**config.mk**
```make
export PLATFORM = sky130hd
export DESIGN_NAME = i2c_bus_status_tracker
export DESIGN_NICKNAME = d
export VERILOG_FILES = /design/src/core/i2c_status_pkg.sv /design/src/core/i2c_bus_status_tracker.sv /design/src/core/i2c_line_monitor.sv
export SDC_FILE = /design/constraint.sdc
export NUM_CORES = 1
export LEC_CHECK = 0
export BUFFER_PORTS_ARGS = -buffer_cell sky130_fd_sc_hd__buf_4
export CAP_MARGIN = 20
export CORE_MARGIN = 10
export CORE_UTILIZATION = 49
export DETAILED_ROUTE_END_ITERATION = 12
export PLACE_DENSITY = 0.77
export SYNTH_ARGS = -nofsm -noshare
export SYNTH_HDL_FRONTEND = slang
export SYNTH_HIERARCHICAL = 1
export SYNTH_SLANG_ARGS = --single-unit
```
**constraint.sdc**
```tcl
create_clock -name clock -period 6.4 [get_ports clock]
set_input_delay 1.28 -clock clock [delete_from_list [all_inputs] [get_ports clock]]
set_output_delay 1.28 -clock clock [all_outputs]
set_load 0.03 [all_outputs]
```
**src/core/i2c_status_pkg.sv**
```systemverilog
package i2c_status_pkg;

  // Byte addresses on the register bus.
  localparam logic [7:0] CTRL_OFS = 8'h00;
  localparam logic [7:0] OWN_ADDR_OFS = 8'h04;
  localparam logic [7:0] EVT_STATUS_OFS = 8'h08;
  localparam logic [7:0] EVT_MASK_OFS = 8'h0C;
  localparam logic [7:0] LINK_STATE_OFS = 8'h10;
  localparam logic [7:0] BUS_STATUS_SECOND_OFS = 8'h18;
  localparam logic [7:0] SERIAL_CLOCK_DIVIDER_OFS = 8'h1C;

  // Values after reset.
  localparam logic [4:0] CTRL_RESET = 5'h00;
  localparam logic [15:0] OWN_ADDR_RESET = 16'h0000;
  localparam logic [3:0] EVT_RESET = 4'h0;
  localparam logic [15:0] STATUS_SECOND_RESET = 16'h0000;
  localparam logic [15:0] DIVIDER_RESET = 16'h0000;

  // Control register fields.
  localparam int CTRL_ENABLE = 0;
  localparam int CTRL_PEC_CALC_ENABLE = 1;
  localparam int CTRL_SMB_HOST_TYPE = 2;
  localparam int CTRL_ADDR_RESOLUTION_ENABLE = 3;
  localparam int CTRL_GENERAL_CALL_ENABLE = 4;

  // Own address register fields.
  localparam int OWN_FIRST_LSB = 0;
  localparam int OWN_SECOND_LSB = 8;
  localparam int OWN_SECOND_ENABLE = 15;

  // Sticky event bits, shared by status and mask.
  localparam int EVT_ADDR_MATCH = 0;
  localparam int EVT_STOP = 1;
  localparam int EVT_START = 2;
  localparam int EVT_ARB_LOST = 3;

  // Link state register fields.
  localparam int LINK_START_SENT = 0;
  localparam int LINK_STOP_DETECTED = 1;
  localparam int LINK_ARB_LOST = 2;

  // Reserved addresses that the slave recognises, then the check polynomial and the byte length.
  localparam logic [6:0] GENERAL_CALL_ADDR = 7'h00;
  localparam logic [6:0] SMB_HOST_ADDR = 7'h08;
  localparam logic [6:0] SMB_DEFAULT_ADDR = 7'h61;
  localparam logic [7:0] PEC_POLY = 8'h07;
  localparam logic [3:0] BITS_PER_BYTE = 4'h8;

  // Clock rates.
  localparam int CLOCK_HZ = 50_000_000;
  localparam int FAST_MODE_STEP_HZ = 10_000_000;

  // Field layout of the second status register.
  typedef struct packed {
    logic [7:0] pec_running_value;
    logic second_addr_matched;
    logic smb_host_hdr_seen;
    logic smb_default_addr_seen;
    logic general_call_seen;
    logic reserved3;
    logic transmit_direction;
    logic bus_busy;
    logic master_role;
  } bus_status_second_t;

  // Conditions found on the two bus lines.
  typedef struct packed {
    logic scl_level;
    logic sda_level;
    logic scl_rise;
    logic scl_fall;
    logic start_cond;
    logic stop_cond;
  } line_events_t;

endpackage

```
**src/core/i2c_bus_status_tracker.sv**
```systemverilog
// Summary of operation
// - With checking enabled, bits 15:8 of status two show the running check value.
// - Bit 7 reads 0 for a first-address match, 1 for a second-address match.
// - Bits 7, 6, 5, 4 clear on stop, repeated start or interface disabled.
// - Bit 6 sets on host address only with host type and resolution enabled.
// - Bit 5 sets on default device address when address resolution is enabled.
// - Bit 4 sets on general call address when general call is enabled.
// - After the address phase bit 2 takes the read/write bit as slave and its inverse as master; 1 transmits.
// - Bit 2 clears on stop, repeated start, arbitration loss or disable.
// - Bit 1 sets when either line is low and clears on stop.
// - Bit 1 keeps tracking the bus while the interface is disabled.
// - Bit 0 sets when a start has been sent as master; 0 means slave.
// - Bit 0 clears on stop, arbitration loss or interface disabled.
// - Stop flag sets in slave mode on a stop after acknowledge, not after NACK.
// - Start-sent flag sets when a start was generated in master mode.
module i2c_bus_status_tracker
  import i2c_status_pkg::*;
(
  input wire logic clock,
  input wire logic rst,
  input wire logic [7:0] avs_address,
  input wire logic avs_read,
  input wire logic avs_write,
  input wire logic [31:0] avs_writedata,
  input wire logic [3:0] avs_byteenable,
  output logic [31:0] avs_readdata,
  output logic avs_waitrequest,
  output logic irq,
  input wire logic scl_i,
  input wire logic sda_i,
  output logic sda_o,
  output logic sda_oe_n,
  input wire logic start_generated,
  input wire logic arb_lost_event
);

  typedef enum logic [2:0] {ST_IDLE, ST_ADDR, ST_DATA, ST_IGNORE} link_state_t;

  // Merges a write into a 16-bit register under the low two byte lanes.
  function automatic logic [15:0] merge16(input logic [15:0] old, input logic [31:0] wdata,
                                          input logic [3:0] be);
    logic [15:0] res;
    res = old;
    if (be[0]) begin
      res[7:0] = wdata[7:0];
    end
    if (be[1]) begin
      res[15:8] = wdata[15:8];
    end
    return res;
  endfunction

  // One bit of the packet check, polynomial x^8 + x^2 + x + 1.
  function automatic logic [7:0] pec_step(input logic [7:0] crc, input logic bit_in);
    logic fb;
    fb = crc[7] ^ bit_in;
    return fb ? ({crc[6:0], 1'b0} ^ PEC_POLY) : {crc[6:0], 1'b0};
  endfunction

  line_events_t ev;
  link_state_t state_q, state_d;
  logic [4:0] ctrl_q;
  logic [15:0] own_addr_q, divider_q;
  logic [3:0] evt_status_q, evt_mask_q;
  logic [31:0] readdata_q;
  logic [3:0] bit_cnt_q;
  logic [7:0] shift_q, pec_q;
  logic ack_q, last_ack_q, ack_drive_q;
  logic start_sent_q, stop_detected_q, arb_lost_q;
  logic second_addr_q, smb_host_q, smb_default_q, general_call_q;
  logic transmit_q, busy_q, master_q;
  i2c_line_monitor u_line_monitor (
    .clock(clock),
    .rst(rst),
    .scl_i(scl_i),
    .sda_i(sda_i),
    .events(ev)
  );

  // Control fields.
  wire enable = ctrl_q[CTRL_ENABLE];
  wire pec_calc_enable = ctrl_q[CTRL_PEC_CALC_ENABLE];
  wire smb_host_type = ctrl_q[CTRL_SMB_HOST_TYPE];
  wire addr_resolution_enable = ctrl_q[CTRL_ADDR_RESOLUTION_ENABLE];
  wire general_call_enable = ctrl_q[CTRL_GENERAL_CALL_ENABLE];
  wire [6:0] own_address_first = own_addr_q[OWN_FIRST_LSB +: 7];
  wire [6:0] own_address_second = own_addr_q[OWN_SECOND_LSB +: 7];
  wire second_enable = own_addr_q[OWN_SECOND_ENABLE];

  // Bus handshake: one wait cycle, then the request is taken.
  wire request = avs_read | avs_write;
  wire accept = request & ack_q;
  wire wr_accept = accept & avs_write;
  wire rd_accept = accept & avs_read;
  assign avs_waitrequest = request & ~ack_q;
  assign avs_readdata = readdata_q;

  // Address decoding.
  wire sel_ctrl = avs_address == CTRL_OFS;
  wire sel_own = avs_address == OWN_ADDR_OFS;
  wire sel_evt = avs_address == EVT_STATUS_OFS;
  wire sel_mask = avs_address == EVT_MASK_OFS;
  wire sel_link = avs_address == LINK_STATE_OFS;
  wire sel_sts2 = avs_address == BUS_STATUS_SECOND_OFS;
  wire sel_div = avs_address == SERIAL_CLOCK_DIVIDER_OFS;

  // Address byte decoding, valid once eight bits have been shifted in.
  wire [6:0] rx_addr = shift_q[7:1];
  wire rx_rw = shift_q[0];
  wire byte_full = bit_cnt_q == BITS_PER_BYTE;
  wire hit_first = rx_addr == own_address_first;
  wire hit_second = second_enable & (rx_addr == own_address_second);
  wire hit_host = smb_host_type & addr_resolution_enable & (rx_addr == SMB_HOST_ADDR);
  wire hit_default = addr_resolution_enable & (rx_addr == SMB_DEFAULT_ADDR);
  wire hit_gc = general_call_enable & (rx_addr == GENERAL_CALL_ADDR) & ~rx_rw;
  wire addr_hit = enable & ~master_q & (hit_first | hit_second | hit_host | hit_default | hit_gc);
  wire data_bit_rise = ev.scl_rise & ~byte_full & ((state_q == ST_ADDR) | (state_q == ST_DATA));
  wire ack_rise = ev.scl_rise & byte_full & ((state_q == ST_ADDR) | (state_q == ST_DATA));
  wire addr_done = ack_rise & (state_q == ST_ADDR);
  wire addr_taken = addr_done & (addr_hit | master_q);

  // Conditions that end a transfer for the address flags.
  // stop, restart, disable
  wire addr_flags_clear = ev.stop_cond | ev.start_cond | ~enable;
  wire direction_clear = ev.stop_cond | ev.start_cond | arb_lost_event | ~enable;
  wire role_clear = ev.stop_cond | arb_lost_event | ~enable;
  wire stop_seen = ev.stop_cond & ~master_q & (state_q == ST_DATA) & last_ack_q & enable;
  wire start_seen = start_generated & enable;

  // Second status register image; reserved bit 3 always reads zero.
  bus_status_second_t sts2;
  assign sts2.pec_running_value = pec_calc_enable ? pec_q : 8'h00;
  assign sts2.second_addr_matched = second_addr_q;
  assign sts2.smb_host_hdr_seen = smb_host_q;
  assign sts2.smb_default_addr_seen = smb_default_q;
  assign sts2.general_call_seen = general_call_q;
  assign sts2.reserved3 = 1'b0;
  assign sts2.transmit_direction = transmit_q;
  assign sts2.bus_busy = busy_q;
  assign sts2.master_role = master_q;

  // Events raised this cycle; they win over a read that clears them.
  wire [3:0] evt_set = {arb_lost_event & enable, start_seen, stop_seen, addr_taken & ~master_q};
  wire [2:0] link_set = {arb_lost_event & enable, stop_seen, start_seen};
  wire [2:0] link_now = {arb_lost_q, stop_detected_q, start_sent_q};

  // Read multiplexer; unmapped addresses read as zero.
  wire [31:0] read_mux =
    sel_ctrl ? {27'h0, ctrl_q} :
    sel_own ? {16'h0000, own_addr_q} :
    sel_evt ? {28'h0000000, evt_status_q} :
    sel_mask ? {28'h0000000, evt_mask_q} :
    sel_link ? {29'h0, link_now} :
    sel_sts2 ? {16'h0000, sts2} :
    sel_div ? {16'h0000, divider_q} : 32'h00000000;

  assign irq = |(evt_status_q & evt_mask_q);
  assign sda_o = 1'b0;
  assign sda_oe_n = ~ack_drive_q;

  // Bus slave: data is captured in the wait cycle and presented when taken.
  always_ff @(posedge clock) begin
    if (rst) begin
      ack_q <= 1'b0;
      readdata_q <= 32'h00000000;
    end else begin
      ack_q <= request & ~ack_q;
      if (request & ~ack_q) begin
        readdata_q <= avs_read ? read_mux : 32'h00000000;
      end
    end
  end

  // Software registers. The divider may only change while the interface is off,
  // so a running bus never sees its timing shift mid-byte.
  // status two has no write path
  always_ff @(posedge clock) begin
    if (rst) begin
      ctrl_q <= CTRL_RESET;
      own_addr_q <= OWN_ADDR_RESET;
      evt_mask_q <= EVT_RESET;
      divider_q <= DIVIDER_RESET;
    end else if (wr_accept) begin
      if (sel_ctrl & avs_byteenable[0]) begin
        ctrl_q <= avs_writedata[4:0];
      end
      if (sel_own) begin
        own_addr_q <= merge16(own_addr_q, avs_writedata, avs_byteenable);
      end
      if (sel_mask & avs_byteenable[0]) begin
        evt_mask_q <= avs_writedata[3:0];
      end
      if (sel_div & ~enable) begin
        divider_q <= merge16(divider_q, avs_writedata, avs_byteenable);
      end
    end
  end

  // Sticky interrupt status. A read clears only the bits it returned, so an event
  // raised during the wait cycle is kept for the next read; a new event wins.
  always_ff @(posedge clock) begin
    if (rst) begin
      evt_status_q <= EVT_RESET;
    end else begin
      evt_status_q <= (evt_status_q & ~((rd_accept & sel_evt) ? readdata_q[3:0] : 4'h0)) | evt_set;
    end
  end

  // Link flags, cleared by reading the link state or by disabling.
  always_ff @(posedge clock) begin
    if (rst) begin
      start_sent_q <= 1'b0;
      stop_detected_q <= 1'b0;
      arb_lost_q <= 1'b0;
    end else if (~enable) begin
      start_sent_q <= 1'b0;
      stop_detected_q <= 1'b0;
      arb_lost_q <= 1'b0;
    end else begin
      start_sent_q <= (start_sent_q & ~(rd_accept & sel_link & readdata_q[LINK_START_SENT])) | link_set[0];
      stop_detected_q <= (stop_detected_q & ~(rd_accept & sel_link & readdata_q[LINK_STOP_DETECTED])) | link_set[1];
      arb_lost_q <= (arb_lost_q & ~(rd_accept & sel_link & readdata_q[LINK_ARB_LOST])) | link_set[2];
    end
  end

  // Transfer sequencer: a start opens the address phase, the ninth clock
  // closes it, and a byte nobody claims leaves the slave ignoring the rest.
  always_comb begin
    state_d = state_q;
    if (~enable | ev.stop_cond) begin
      state_d = ST_IDLE;
    end else if (ev.start_cond) begin
      state_d = ST_ADDR;
    end else if (addr_done) begin
      state_d = (addr_hit | master_q) ? ST_DATA : ST_IGNORE;
    end
  end

  // Bit counter and shifter; the ninth rising clock carries the acknowledge.
  always_ff @(posedge clock) begin
    if (rst) begin
      state_q <= ST_IDLE;
      bit_cnt_q <= 4'h0;
      shift_q <= 8'h00;
      last_ack_q <= 1'b0;
    end else begin
      state_q <= state_d;
      if (ev.start_cond | ev.stop_cond) begin
        bit_cnt_q <= 4'h0;
      end else if (data_bit_rise) begin
        bit_cnt_q <= bit_cnt_q + 4'h1;
        shift_q <= {shift_q[6:0], ev.sda_level};
      end else if (ack_rise) begin
        bit_cnt_q <= 4'h0;
        last_ack_q <= ~ev.sda_level;
      end
    end
  end

  // Running check value over every byte of a claimed or master transfer, address included.
  always_ff @(posedge clock) begin
    if (rst) begin
      pec_q <= 8'h00;
    end else if (~pec_calc_enable | ev.start_cond) begin
      pec_q <= 8'h00;
    end else if (data_bit_rise) begin
      pec_q <= pec_step(pec_q, ev.sda_level);
    end
  end

  // Acknowledge drive: pull the data line low from the falling clock after
  // bit eight until the falling clock after the acknowledge bit. Data bytes
  // are acknowledged only while receiving; a transmitting slave stays off
  // the line since this block has no data path of its own.
  always_ff @(posedge clock) begin
    if (rst) begin
      ack_drive_q <= 1'b0;
    end else if (~enable | ev.start_cond | ev.stop_cond) begin
      ack_drive_q <= 1'b0;
    end else if (ev.scl_fall) begin
      if (byte_full & (state_q == ST_ADDR)) begin
        ack_drive_q <= addr_hit;
      end else if (byte_full & (state_q == ST_DATA)) begin
        ack_drive_q <= ~master_q & ~transmit_q;
      end else begin
        ack_drive_q <= 1'b0;
      end
    end
  end

  // Address-match flags, set when the address phase completes.
  always_ff @(posedge clock) begin
    if (rst) begin
      second_addr_q <= 1'b0;
      smb_host_q <= 1'b0;
      smb_default_q <= 1'b0;
      general_call_q <= 1'b0;
    end else if (addr_flags_clear) begin
      second_addr_q <= 1'b0;
      smb_host_q <= 1'b0;
      smb_default_q <= 1'b0;
      general_call_q <= 1'b0;
    end else if (addr_taken & ~master_q) begin
      second_addr_q <= hit_second & ~hit_first;
      smb_host_q <= hit_host;
      smb_default_q <= hit_default;
      general_call_q <= hit_gc;
    end
  end

  // Direction: a slave transmits on a read; a master transmits on a write.
  always_ff @(posedge clock) begin
    if (rst) begin
      transmit_q <= 1'b0;
    end else if (direction_clear) begin
      transmit_q <= 1'b0;
    end else if (addr_taken) begin
      transmit_q <= master_q ? ~rx_rw : rx_rw;
    end
  end

  // Bus busy runs regardless of the enable so software sees traffic even
  // while the interface is off.
  always_ff @(posedge clock) begin
    if (rst) begin
      busy_q <= 1'b0;
    end else if (ev.stop_cond) begin
      busy_q <= 1'b0;
    end else if (~ev.scl_level | ~ev.sda_level) begin
      busy_q <= 1'b1;
    end
  end

  // Master role sets on the same start as the start-sent flag; clearing terms take priority
  // only over the held value, so a start in the same cycle still sets it.
  always_ff @(posedge clock) begin
    if (rst) begin
      master_q <= 1'b0;
    end else if (start_seen) begin
      master_q <= 1'b1;
    end else if (role_clear) begin
      master_q <= 1'b0;
    end
  end

endmodule

```
**src/core/i2c_line_monitor.sv**
```systemverilog
module i2c_line_monitor
  import i2c_status_pkg::*;
(
  input wire logic clock,
  input wire logic rst,
  input wire logic scl_i,
  input wire logic sda_i,
  output line_events_t events
);

  logic [1:0] scl_sync_q;
  logic [1:0] sda_sync_q;
  logic scl_prev_q;
  logic sda_prev_q;

  // Two stages per line; the first stage is read only by the second.
  always_ff @(posedge clock) begin
    if (rst) begin
      scl_sync_q <= 2'h3;
      sda_sync_q <= 2'h3;
      scl_prev_q <= 1'b1;
      sda_prev_q <= 1'b1;
    end else begin
      scl_sync_q <= {scl_sync_q[0], scl_i};
      sda_sync_q <= {sda_sync_q[0], sda_i};
      scl_prev_q <= scl_sync_q[1];
      sda_prev_q <= sda_sync_q[1];
    end
  end

  // Edges and conditions come from the settled stage and its delayed copy.
  assign events.scl_level = scl_sync_q[1];
  assign events.sda_level = sda_sync_q[1];
  assign events.scl_rise = scl_sync_q[1] & ~scl_prev_q;
  assign events.scl_fall = ~scl_sync_q[1] & scl_prev_q;
  assign events.start_cond = scl_sync_q[1] & scl_prev_q & ~sda_sync_q[1] & sda_prev_q;
  assign events.stop_cond = scl_sync_q[1] & scl_prev_q & sda_sync_q[1] & ~sda_prev_q;

endmodule

```
Yosys cells after proc, flatten, opt, wreduce, memory -nomap -nowiden
Cells that the tools add are included.
- output and inout bits: 36
- register bits: 118
- input bits: 52
- word-level logic and storage cells: 180
- bitwise logic cells: 92
- mux-type cells: 21
- $add $sub $neg: 1
- equal/unequal tests: 13
- reductions and logical operators: 23
- operator list (operator ; count):
    $mux W16 ; 8
    $and A1 B1 Y1 ; 47
    $eq A8 B5 Y1 const B ; 3
    $or A1 B1 Y1 ; 21
    $not A1 Y1 ; 18
    $eq A8 B4 Y1 const B ; 2
    $reduce_or A2 Y1 ; 8
    $reduce_and A3 Y1 ; 5
    $eq A7 B7 Y1 ; 2
    $mux W4 ; 3
    $and A4 B4 Y4 ; 2
    $eq A8 B3 Y1 const B ; 1
    $logic_not A8 Y1 ; 1
    $mux W1 ; 8
    $mux W8 ; 1
    $eq A7 B4 Y1 const B ; 1
    $eq A7 B7 Y1 const B ; 1
    $logic_not A7 Y1 ; 1
    $reduce_and A2 Y1 ; 3
    $reduce_bool A2 Y1 ; 3
    $add A4 B1 Y4 const B ; 1
    $eq A4 B4 Y1 const B ; 1
    $not A4 Y4 ; 1
    $or A4 B4 Y4 ; 1
    other kinds (7) ; 7

Depth between registers and ports, before layout
Gate-level depths: netlist of the first run.
- depth in word-level cells: 11
- depth in mapped cells: 8
- gate-level depth less buffers: 8

Cells and area by module
Netlist of the first run, hierarchy kept.
- modules (own cells, without submodules) (module ; cells each ; area each (µm²) ; times used):
    i2c_bus_status_tracker ; 560 ; 4752.1 ; 1
    i2c_line_monitor ; 18 ; 205.2 ; 1

Least setup slack after synthesis of the first run
No wires, ideal clock.
- kind: input to output
- start point: input port avs_read
- end point: output port avs_waitrequest
- arrival time: 1816 ps
- stages: 3
- setup slack: 3304 ps
- cells stage by stage: nor2_1 > or2_2 > inv_1
- cells in the longest elaborated chain, start to end: 2
- ends and longest elaborated chain (what ; line ; source):
    start, declared ; i2c_bus_status_tracker.sv:22 ; input wire logic avs_read,
    $or A1 B1 Y1 ; i2c_bus_status_tracker.sv:91 ; wire request = avs_read | avs_write;
    $and A1 B1 Y1 ; i2c_bus_status_tracker.sv:95 ; assign avs_waitrequest = request & ~ack_q;
    end, declared ; i2c_bus_status_tracker.sv:27 ; output logic avs_waitrequest,
No other way between the ends.

Final worst setup path of the first run
- start point: input port avs_address[6]
- end point: register divider_q[9]
- cells in the longest elaborated chain, start to end: 3
- ends and longest elaborated chain (what ; line ; source):
    start, declared ; i2c_bus_status_tracker.sv:21 ; input wire logic [7:0] avs_address,
    $eq A8 B5 Y1 ; i2c_bus_status_tracker.sv:105 ; wire sel_div = avs_address == SERIAL_CLOCK_DIVIDER_OFS;
    $and A1 B1 Y1 ; i2c_bus_status_tracker.sv:193 ; if (sel_div & ~enable) begin
    $reduce_and A3 Y1 (no line) ; -- ;
    end signal, assigned ; i2c_bus_status_tracker.sv:194 ; divider_q <= merge16(divider_q, avs_writedata, avs_byteenable);
    end, declared ; i2c_bus_status_tracker.sv:63 ; logic [15:0] own_addr_q, divider_q;
No other way between the ends.
A chain may end at the register's enable or synchronous reset.

==> results of run 1 <==
-- flip-flops by register name (all words and copies together) (netlist names), 2 cells and up --
signal                     flops
bit_cnt_q                      4
shift_q                        8
ctrl_q                         5
pec_q                          8
own_addr_q                    16
state_q                        2
divider_q                     16
evt_mask_q                     4
avs_readdata                  16
u_line_monitor/sda_sync_q      2
u_line_monitor/scl_sync_q      2
evt_status_q                   4
-- power groups by stage --
stage          registers (mW)  logic, mW  clock network (mW)
2_1_floorplan           0.653     0.0521                   0
3_3_place_gp            0.654     0.0703                   0
3_5_place_dp            0.654     0.0716                   0
4_1_cts                 0.639     0.0718               0.368
5_1_grt                 0.640     0.0786               0.391
6_report                0.639     0.0726               0.359
-- cell usage in the layout, fill, tap and decap left out, types with 3 or more instances in the layout --
cell | netlist | final
and3_1 | 4 | 4
nor4_1 | 3 | 3
inv_1 | 17 | 17
mux2_2 | 3 | 3
buf_4 | 19 | 53
nand4_1 | 6 | 6
nor2_1 | 68 | 68
o211ai_1 | 3 | 3
clkbuf_8 | 0 | 9
a21oi_1 | 35 | 35
xnor2_1 | 5 | 5
mux2i_1 | 47 | 47
nand3_1 | 14 | 14
o21ai_0 | 16 | 16
dfxtp_1 | 102 | 102
a22o_1 | 4 | 4
o21ai_1 | 17 | 17
or2_1 | 7 | 7
nor2b_1 | 6 | 6
xor2_1 | 11 | 11
ha_1 | 4 | 4
nand2b_1 | 4 | 4
nor3_4 | 3 | 3
conb_1 | 1 | 17
a22oi_1 | 17 | 17
nand2_1 | 81 | 81
nor3_1 | 7 | 7
clkinvlp_4 | 0 | 4
-- final cells by class --
type,count,area share (%)
multi-input combinational,428,48.25
inverter,17,1.166
clock inverter,5,0.7086
tap,133,3.040
sequential,102,37.30
clock buffer,9,2.263
timing repair buffer,53,7.269
-- synth_stat cells, types with 3 or more instances --
library cell | instances | area [sq um]
and3_1 | 4 | 25.02
buf_2 | 6 | 30.03
xnor2_1 | 5 | 43.79
nand2b_1 | 4 | 25.02
nor2_1 | 68 | 255.2
a21oi_1 | 35 | 175.2
xor2_1 | 11 | 96.34
nand2_1 | 81 | 304.0
nor2b_1 | 6 | 37.54
inv_1 | 17 | 63.81
a22o_1 | 4 | 35.03
dfxtp_1 | 102 | 2042
nor4_1 | 3 | 18.77
nand4_1 | 6 | 37.54
o211ai_1 | 3 | 22.52
nor3_1 | 7 | 35.03
o21ai_1 | 17 | 85.08
mux2_2 | 3 | 33.78
o21ai_0 | 16 | 80.08
mux2i_1 | 47 | 470.5
nand3_1 | 14 | 70.07
clkbuf_1 | 19 | 71.32
a22oi_1 | 17 | 127.6
or2_1 | 7 | 43.79
buf_4 | 19 | 142.6
nor3_4 | 3 | 48.80
ha_1 | 4 | 50.05
-- worst max-delay path, delay by kind of cell --
| kind | cells | cell delay (ns) |
|---|---|---|
| simple gates | 5 | 1.88 |
| buf+inv | 1 | 0.11 |
| mux | 1 | 0.28 |
-- stage by stage --
step / util [%] / hold WS (ns) / setup slack, ns / std cells
floorplan: - / 0.3832 / 3.304 / 594
global placement: 54.09 / 0.3850 / 2.757 / 733
detailed placement: 54.09 / 0.3957 / 2.684 / 733
CTS: 55.75 / 0.4187 / 3.093 / 747
global route: 55.75 / 0.4452 / 2.995 / 747
finish: 55.75 / 0.4134 / 3.091 / 747
-- cells by family after synthesis --
family,synth area share (%)
simple gates,23.75
compound gates,13.91
flops,41.19
buf+inv,6.739
mux,10.17
xor+xnor,3.155
fa+ha+maj,1.010
other cells,0.07565
-- layer usage --
| layer | global-route usage (%) | up-vias | share of wire (%) |
|---|---|---|---|
| met5 | 0 | - | 0 |
| met4 | 6.637 | 0 | 1.7 |
| met3 | 3.955 | 18 | 7.0 |
| met2 | 26.57 | 120 | 48 |
| met1 | 20.42 | 1959 | 44 |
| li1 | - | 2022 | - |
-- worst max path at each step --
stage,to,slack [ns],depth (start not counted)
5_1_grt,divider_q[14]$_SDFFE_PP0P_,3.00,7
2_1_floorplan,avs_waitrequest,3.30,3
3_3_place_gp,divider_q[14]$_SDFFE_PP0P_,2.76,7
4_1_cts,divider_q[9]$_SDFFE_PP0P_,3.09,7
3_5_place_dp,divider_q[9]$_SDFFE_PP0P_,2.68,7
6_report,divider_q[9]$_SDFFE_PP0P_,3.09,7
==> out/metrics.cfg, run 1 <==
[global_route]
gr-usage-all-layers_pct=16.37
antenna_found_initial=0
grt_max_degree=71
grt-ovfl-total=0
grt_first_pass_wirelength_microns=19690
grt_pass1_vias=4001

[pwr]
peakVddDrop_uv=92.05
total_power_mw=1.070
clock_power_share_pct=33.5
power_density_nw_per_um2=195.5
netSwitchingPower_mw=0.2740
leakage_nw=2.031
p_int_mw=0.7964
switching_share_pct=25.60
pwr-share-comb_pct=6.8
seqPwrFrac_pct=59.7

[min_path]
min_path_cells=1
min-delay-start=u_line_monitor/scl_sync_q[0]$_SDFF_PP1_
whs_endpoint=u_line_monitor/scl_sync_q[1]$_SDFF_PP1_
hold_path.class=register to register

[clocking]
cts_max_level=3
clock_latency_ns=0.38
cts_buffers=9
cts_setup_buffers=0
cts_root_buffer=clkbuf_8
cts_tree=yes
cts_sinks=102
cts.path.max_buffers=2
ctsResizeCount=0
clk_pin_slew_worst_paths_ns=0.10
cts_hold_buf=0

[logic_synthesis]
synthCells=578
yosys_warnings=6
ys_ff_latch=102
yosysUniqueCellTypes=64
synthArstFlopShare_pct=0
seq_area_frac_synth_pct=41.19
syn_avg_cell_area_sq_um=8.577
synth_edf_count=0
netlist_area_sq_um=4957
synth_flop_cell=dfxtp_1

[layout]
ff_latch_area_sq_um=2042
antenna_cells=0
nets=667
fin_area_sq_um=5474
multi_input_area_sq_um=2641
n_fill_cell=905
layout-drive-gt1-share_pct=14.33
syn2layout_area_growth_pct=10.42

[timing]
finClkSkew_ns=0.008074
drv_slew=0
finalSetupViolations=0
min_period_ns=3.309
period_share_pct=51.70
rsz0062_at_grt=false
tightest_slew_ns=1.042
max-slew-margin-rel_pct=30.27
tns_ns=0
clock.fmax_mhz=302.2
hold_viol=0

[setup_path]
critPathSlowestCell=or4_4
r2r-end=second_addr_q$_SDFFE_PP0P_
end_kind=register
crit_fanout=14
cpMostUsedCell=nor3_4
reg2reg_depth=6
startpoint_type=input pin
crit_path_start=avs_address[6]
cpPeakStageDelay_ns=0.58
regToRegStartpoint=shift_q[1]$_SDFFE_PP0P_
crit_chain=buf_4 -> or4_4 -> nor3_4 -> nand2_2 -> nor3_4 -> mux2i_1 -> nor2_1
worst-setup-path-type=input pin to register
arrival_ns=3.56
rrSetupSlack_ns=4.12
required_ns=6.65

[route]
first_pass_iters=4
drt_wl_total_microns=11690
vias=4119
drc=0
via_per_inst=5.514
wl_per_cell_microns=15.65
dr.first_iter.drc_count=300
ant_nets=0

[status]
outcome=complete, no violations

[floorplan]
dieArea_sq_um=14540
start_util_pct=50.48
ios=88
die_x_microns=120.6
rows=36
dieHeight_microns=120.6
core_sq_um=9819

[flow_run]
maxCapViolCount=0

[place]
hpwlAfterDp_microns=8771
placed_area_sq_um=5311
io_buffers=52
place_congestion=0.9142

Power figures use the tool's default switching activity.
==> inputs of run 2 (changes only) <==
==> constraint.sdc (replaced) <==
create_clock -name clock -period 3.1 [get_ports clock]
set_input_delay 0.62 -clock clock [delete_from_list [all_inputs] [get_ports clock]]
set_output_delay 0.62 -clock clock [all_outputs]
set_load 0.03 [all_outputs]
==> out/metrics.cfg, run 2 (synthesized netlist as in run 1, its figures left out) <==
[status]
outcome=complete, no violations

[route]
ant_nets=0  ; unchanged
dr.first_iter.drc_count=379  ; +26%
drc=0  ; unchanged
wl_per_cell_microns=16.02  ; +2.4%
first_pass_iters=5  ; +1
via_per_inst=5.491  ; -0.42%
drt_wl_total_microns=12050  ; +3.1%
vias=4129  ; +0.24%

[setup_path]
worst-setup-path-type=input pin to register
end_kind=register
critPathSlowestCell=or4_4
crit_fanout=4  ; -10
startpoint_type=input pin
regToRegStartpoint=shift_q[3]$_SDFFE_PP0P_
required_ns=3.34  ; -3.31 ns
path_buf_inv=1  ; unchanged
crit_path_start=avs_address[6]
cpPeakStageDelay_ns=0.58  ; about the same
cp_top_family=simple AND/OR/NAND/NOR gates
arrival_ns=2.59  ; -0.97 ns
crit_chain=buf_4 -> or4_4 -> or2_1 -> nor3b_2 -> and3_1 -> mux2i_1 -> nor2_1

[global_route]
grt_max_degree=71  ; unchanged
grt_first_pass_wirelength_microns=19980  ; +1.4%
grt.busiest_layer=met2
met2_usage_pct=26.33  ; -0.24 points
antenna_found_initial=0  ; unchanged
grt-ovfl-total=0  ; unchanged
grt_use_met3_pct=5.351  ; +1.4 points
grt_pass1_vias=4011  ; +0.25%
gr-usage-all-layers_pct=16.55  ; +0.17 points
grtUsageMet1_pct=20.47  ; +0.051 points

[clocking]
cts.path.max_buffers=2  ; unchanged
cts_root_buffer=clkbuf_8
cts_buffers=9  ; unchanged
cts_sinks=102  ; unchanged
cts_setup_buffers=0  ; unchanged
ctsResizeCount=0  ; unchanged
cts_hold_buf=0  ; unchanged
clock_latency_ns=0.38  ; about the same
cts_tree=yes
clk_pin_slew_worst_paths_ns=0.09  ; about the same
cts_max_level=3  ; unchanged

[floorplan]
core_sq_um=9819  ; unchanged
dieArea_sq_um=14540  ; unchanged
ios=88  ; unchanged
start_util_pct=50.48  ; unchanged
die_x_microns=120.6  ; unchanged
rows=36  ; unchanged
dieHeight_microns=120.6  ; unchanged

[timing]
period_share_pct=75.86
clock.fmax_mhz=425.2
drv_slew=0  ; unchanged
rsz0062_at_grt=false
min_period_ns=2.352
max-slew-margin-rel_pct=50.97  ; +21 points
finClkSkew_ns=0.01040  ; +0.002325 ns
finalSetupViolations=0  ; unchanged
hold_viol=0  ; unchanged
tightest_slew_ns=0.7354  ; -0.3067 ns
tns_ns=0  ; unchanged

[place]
io_buffers=52  ; unchanged
hpwlAfterDp_microns=8830  ; +0.68%
place_congestion=0.9108  ; -0.37%
placed_cells=736  ; +0.41%

[pwr]
peakVddDrop_uv=206.7  ; +120%
power_density_nw_per_um2=422.5  ; +120%
seqPwrFrac_pct=56.4  ; -3.3 points
pwr-share-comb_pct=6.5  ; -0.3 points
switching_share_pct=24.74  ; -0.86 points
netSwitchingPower_mw=0.5782  ; +110%
clock_power_share_pct=37.0  ; +3.5 points
leakage_nw=2.081  ; +2.5%
p_int_mw=1.759  ; +120%

[layout]
fin_util_pct=56.35  ; +0.60 points
n_fill_cell=910  ; +0.55%
final_cells=752  ; +0.67%
final_cell_mix=102 x dfxtp_1, 81 x nand2_1, 68 x nor2_1, 56 x buf_4, 47 x mux2i_1
antenna_cells=0  ; unchanged
final_common_cell=dfxtp_1
syn2layout_area_growth_pct=11.61
layout-drive-gt1-share_pct=14.86  ; +0.53 points
nets=670  ; +0.45%

[flow_run]
maxCapViolCount=0  ; unchanged

[min_path]
min-delay-start=u_line_monitor/scl_sync_q[0]$_SDFF_PP1_
hold_path.class=register to register

[run 2: changes by cell type in the layout (fill, tap and decap cells not counted)]
cell | before | now
clkinvlp_4 | 4 | 0
buf_4 | 53 | 56
clkinv_2 | 0 | 2
bufinv_16 | 0 | 1
clkbuf_1 | 0 | 1
clkbuf_8 | 9 | 10
inv_6 | 0 | 1
[run 2: stage by stage]
stage	worst slack [ns]	power [mW]	hold slack [ns]	area [sq um]
finish	0.7483	2.337	0.4151	5533
global placement	0.4465	1.496	0.3848	5334
CTS	0.7925	2.346	0.4127	5533
detailed placement	0.4048	1.499	0.3935	5334
global route	0.6970	2.416	0.4218	5533
floorplan	0.7396	1.456	0.3832	5017
[run 2: path summary, 6_finish.rpt]
check | cells after the start | slack (ns) | end
worst min register to register | 1 | 0.42 | u_line_monitor/scl_sync_q[1]$_SDFF_PP1_
worst max register to register | 6 | 0.84 | second_addr_q$_SDFFE_PP0P_
worst max-delay path | 7 | 0.75 | evt_mask_q[2]$_SDFFE_PP0P_
worst min-delay path | 1 | 0.42 | u_line_monitor/scl_sync_q[1]$_SDFF_PP1_
[run 2: routing by layer]
metal	wire, microns	vias up
met4	254	0
met1	5103	1945
met5	0	-
li1	-	2027
met3	1017	22
met2	5672	135
[run 2: cell type report]
type                    count  area [sq um]  share of cell area (%)
well taps                 133         166.4                   3.008
flip-flops and latches    102          2042                   36.91
repair buffers             56         420.4                   7.598
clock buffers              11         141.4                   2.555
inverters                  17         63.81                   1.153
clock inverters             5         57.56                   1.040
multi-input cells         428          2641                   47.74
[run 2: worst reg2reg max path: stages (launching register included)]
cell,delay (ns)
dfxtp_1,0.49
xnor2_1,0.18
or4bb_1,0.53
o211ai_2,0.30
o211ai_4,0.19
or3_1,0.37
a21oi_2,0.13
[run 2: power by group through the flow]
stage	clock network [mW]	logic, mW	registers [mW]
finish	0.866	0.152	1.32
global route	0.931	0.164	1.32
CTS	0.877	0.150	1.32
detailed placement	0	0.149	1.35
global placement	0	0.146	1.35
floorplan	0	0.108	1.35
==> inputs of run 3 (changes only) <==
--- a/config.mk
+++ b/config.mk
@@ -5,12 +5,13 @@
 export SDC_FILE = /design/constraint.sdc
 export NUM_CORES = 1
 export LEC_CHECK = 0
+export ABC_AREA = 1
 export BUFFER_PORTS_ARGS = -buffer_cell sky130_fd_sc_hd__buf_4
 export CAP_MARGIN = 20
 export CORE_MARGIN = 10
 export CORE_UTILIZATION = 49
 export DETAILED_ROUTE_END_ITERATION = 12
-export PLACE_DENSITY = 0.77
+export PLACE_DENSITY = 0.8
 export SYNTH_ARGS = -nofsm -noshare
 export SYNTH_HDL_FRONTEND = slang
 export SYNTH_HIERARCHICAL = 1
==> constraint.sdc (replaced) <==
create_clock -name clock -period 2 [get_ports clock]
set_input_delay 0.4 -clock clock [delete_from_list [all_inputs] [get_ports clock]]
set_output_delay 0.4 -clock clock [all_outputs]
set_load 0.03 [all_outputs]
==> out/metrics.cfg, run 3 <==
[clocking]
cts_tree=yes
cts_max_level=3  ; unchanged
cts_sinks=102  ; unchanged
cts_hold_buf=0  ; unchanged
clk_pin_slew_worst_paths_ns=0.10  ; about the same
cts.path.max_buffers=2  ; unchanged
cts_root_buffer=clkbuf_8
clock_latency_ns=0.37  ; about the same
cts_buffers=9  ; unchanged

[layout]
syn2layout_area_growth_pct=12.33
fin_util_pct=56.75  ; +0.41 points
final_cell_mix=116 x nand2_1, 102 x dfxtp_1, 97 x a21oi_1, 94 x inv_1, 81 x nor2_1
final_common_cell=nand2_1
nets=811  ; +21%
antenna_cells=0  ; unchanged
layout-drive-gt1-share_pct=15.39  ; +0.53 points

[timing]
finalSetupViolations=0  ; unchanged
min_period_ns=1.799
hold_viol=0  ; unchanged
clock.fmax_mhz=555.8
tns_ns=0  ; unchanged
setup_ws_ns=0.2008  ; -0.5475 ns
drv_slew=0  ; unchanged
period_share_pct=89.96
finClkSkew_ns=0.01225  ; +0.001847 ns
rsz0062_at_grt=false

[setup_path]
startpoint_type=register
end_kind=register
worst-setup-path-type=register to register
crit_chain=inv_1 -> ha_1 -> nor2_2 -> inv_2 -> nor2_4 -> inv_2 -> nor2_4 -> nand4_4 -> nand2_1 -> inv_1 -> nor2_1
required_ns=2.32  ; -1.02 ns
crit_fanout=5  ; +1
cpPeakStageDelay_ns=0.35  ; -0.23 ns
path_buf_inv=4  ; +3
arrival_ns=2.12  ; -0.47 ns
critPathSlowestCell=dfxtp_1
cp_top_family=simple AND/OR/NAND/NOR gates

[logic_synthesis]
yosysUniqueCellTypes=39  ; -39%
ys_ff_latch=102  ; unchanged
yosysMostFrequentCell=nand2_1
synthArstFlopShare_pct=0  ; unchanged
synthTopCellsByCount=117 x nand2_1, 102 x dfxtp_1, 97 x a21oi_1
synthCells=707  ; +22%
synth_top_area_share_pct=41.16  ; about the same
synth_flop_cell=dfxtp_1
synth_largest_area_cell=dfxtp_1
syn_avg_cell_area_sq_um=7.017  ; -18%
netlist_area_sq_um=4961  ; about the same
synth_edf_count=0  ; unchanged
synth.area.top_cells=dfxtp_1 41%, a21oi_1 9.8%, nand2_1 8.9%, inv_1 7.1%, o21ai_0 6.7%
seq_area_frac_synth_pct=41.16  ; about the same
yosys_warnings=6  ; unchanged

[route]
first_pass_iters=5  ; unchanged
wl_per_cell_microns=14.01  ; -13%
vias=4603  ; +11%
dr.first_iter.drc_count=307  ; -19%
drc=0  ; unchanged
via_per_inst=5.155  ; -6.1%
ant_nets=0  ; unchanged
drt_wl_total_microns=12510  ; +3.8%

[global_route]
antenna_found_initial=0  ; unchanged
grt_max_degree=35  ; -51%
gr-usage-all-layers_pct=17.35  ; +0.80 points
grt_first_pass_wirelength_microns=21040  ; +5.3%
grt-ovfl-total=0  ; unchanged
grt_pass1_vias=4473  ; +12%

[pwr]
seqPwrFrac_pct=58.7  ; +2.3 points
switching_share_pct=25.14  ; +0.40 points
netSwitchingPower_mw=0.8751  ; +51%
clock_power_share_pct=34.1  ; -2.9 points
peakVddDrop_uv=448.4  ; +120%
p_int_mw=2.606  ; +48%
pwr-share-comb_pct=7.2  ; +0.7 points
leakage_nw=2.311  ; +11%
power_density_nw_per_um2=624.7  ; +48%

[floorplan]
start_util_pct=50.52  ; about the same
dieHeight_microns=120.6  ; about the same
ios=88  ; unchanged
rows=36  ; unchanged
die_x_microns=120.6  ; about the same
core_sq_um=9819  ; unchanged
dieArea_sq_um=14550  ; about the same

[place]
hpwlAfterDp_microns=9728  ; +10%
place_congestion=0.9277  ; +1.9%
io_buffers=52  ; unchanged
dp_slack_ns=0.1193  ; -0.2856 ns

[min_path]
hold_path.class=input pin to register

[status]
outcome=complete, no violations

[flow_run]
maxCapViolCount=0  ; unchanged

run 3: worst paths after layout:
kind                                           start                                 endpoint  slack (ns)  depth (start not counted)
max                          state_q[0]$_SDFFE_PP0P_               smb_default_q$_SDFFE_PP0P_        0.20                         11
min                                            sda_i  u_line_monitor/sda_sync_q[0]$_SDFF_PP1_        0.21                          2
max reg2reg                  state_q[0]$_SDFFE_PP0P_               smb_default_q$_SDFFE_PP0P_        0.20                         11
min reg2reg  u_line_monitor/sda_sync_q[0]$_SDFF_PP1_  u_line_monitor/sda_sync_q[1]$_SDFF_PP1_        0.41                          1
run 3: per-stage QoR:
step                std cells  hold WS, ns  power, mW  instance area, sq um
floorplan                 723       0.3832      2.260                  5021
global placement          877       0.3873      2.329                  5385
detailed placement        877       0.3879      2.335                  5385
CTS                       893       0.1878      3.501                  5562
global route              893       0.1844      3.606                  5573
finish                    893       0.2091      3.481                  5573
run 3: power groups by stage:
stage	Combinational (mW)	Clock [mW]	Sequential, mW
global route	0.275	1.29	2.04
finish	0.249	1.19	2.04
CTS	0.245	1.21	2.04
detailed placement	0.244	0	2.09
floorplan	0.170	0	2.09
global placement	0.238	0	2.09
run 3: layout make-up:
cell class	count	area [sq um]
Clock inverter	5	35.03
Fill cell	955	4247
Tap cell	133	166.4
Timing Repair Buffer	62	465.4
Inverter	111	416.7
Clock buffer	11	141.4
Multi-Input combinational cell	469	2306
Sequential cell	102	2042
run 3: kinds of logic (layout without fill, tap and decap cells):
group           Yosys count  count (layout)  synth area share (%)
other cells               1              17               0.07559
xor+xnor                 12              12                 2.119
buf+inv                 152             189                 13.80
fa+ha+maj                 4               4                 1.009
compound gates          188             188                 20.15
simple gates            248             248                 21.69
flops                   102             102                 41.16
run 3: per-layer routing:
layer | global-route usage [%] | up-vias | share of wire, %
li1 | - | 2333 | -
met1 | 19.90 | 2094 | 44
met2 | 29.21 | 149 | 47
met3 | 5.631 | 27 | 6.9
met4 | 7.014 | 0 | 2.3
met5 | 0 | - | 0
run 3: repair_timing:
action / 4_1_cts / 5_1_grt
buffers inserted: 0 / 0
setup endpoints to repair: 0 / 7
gates resized for setup: 0 / 2
hold endpoints to repair: 0 / 0
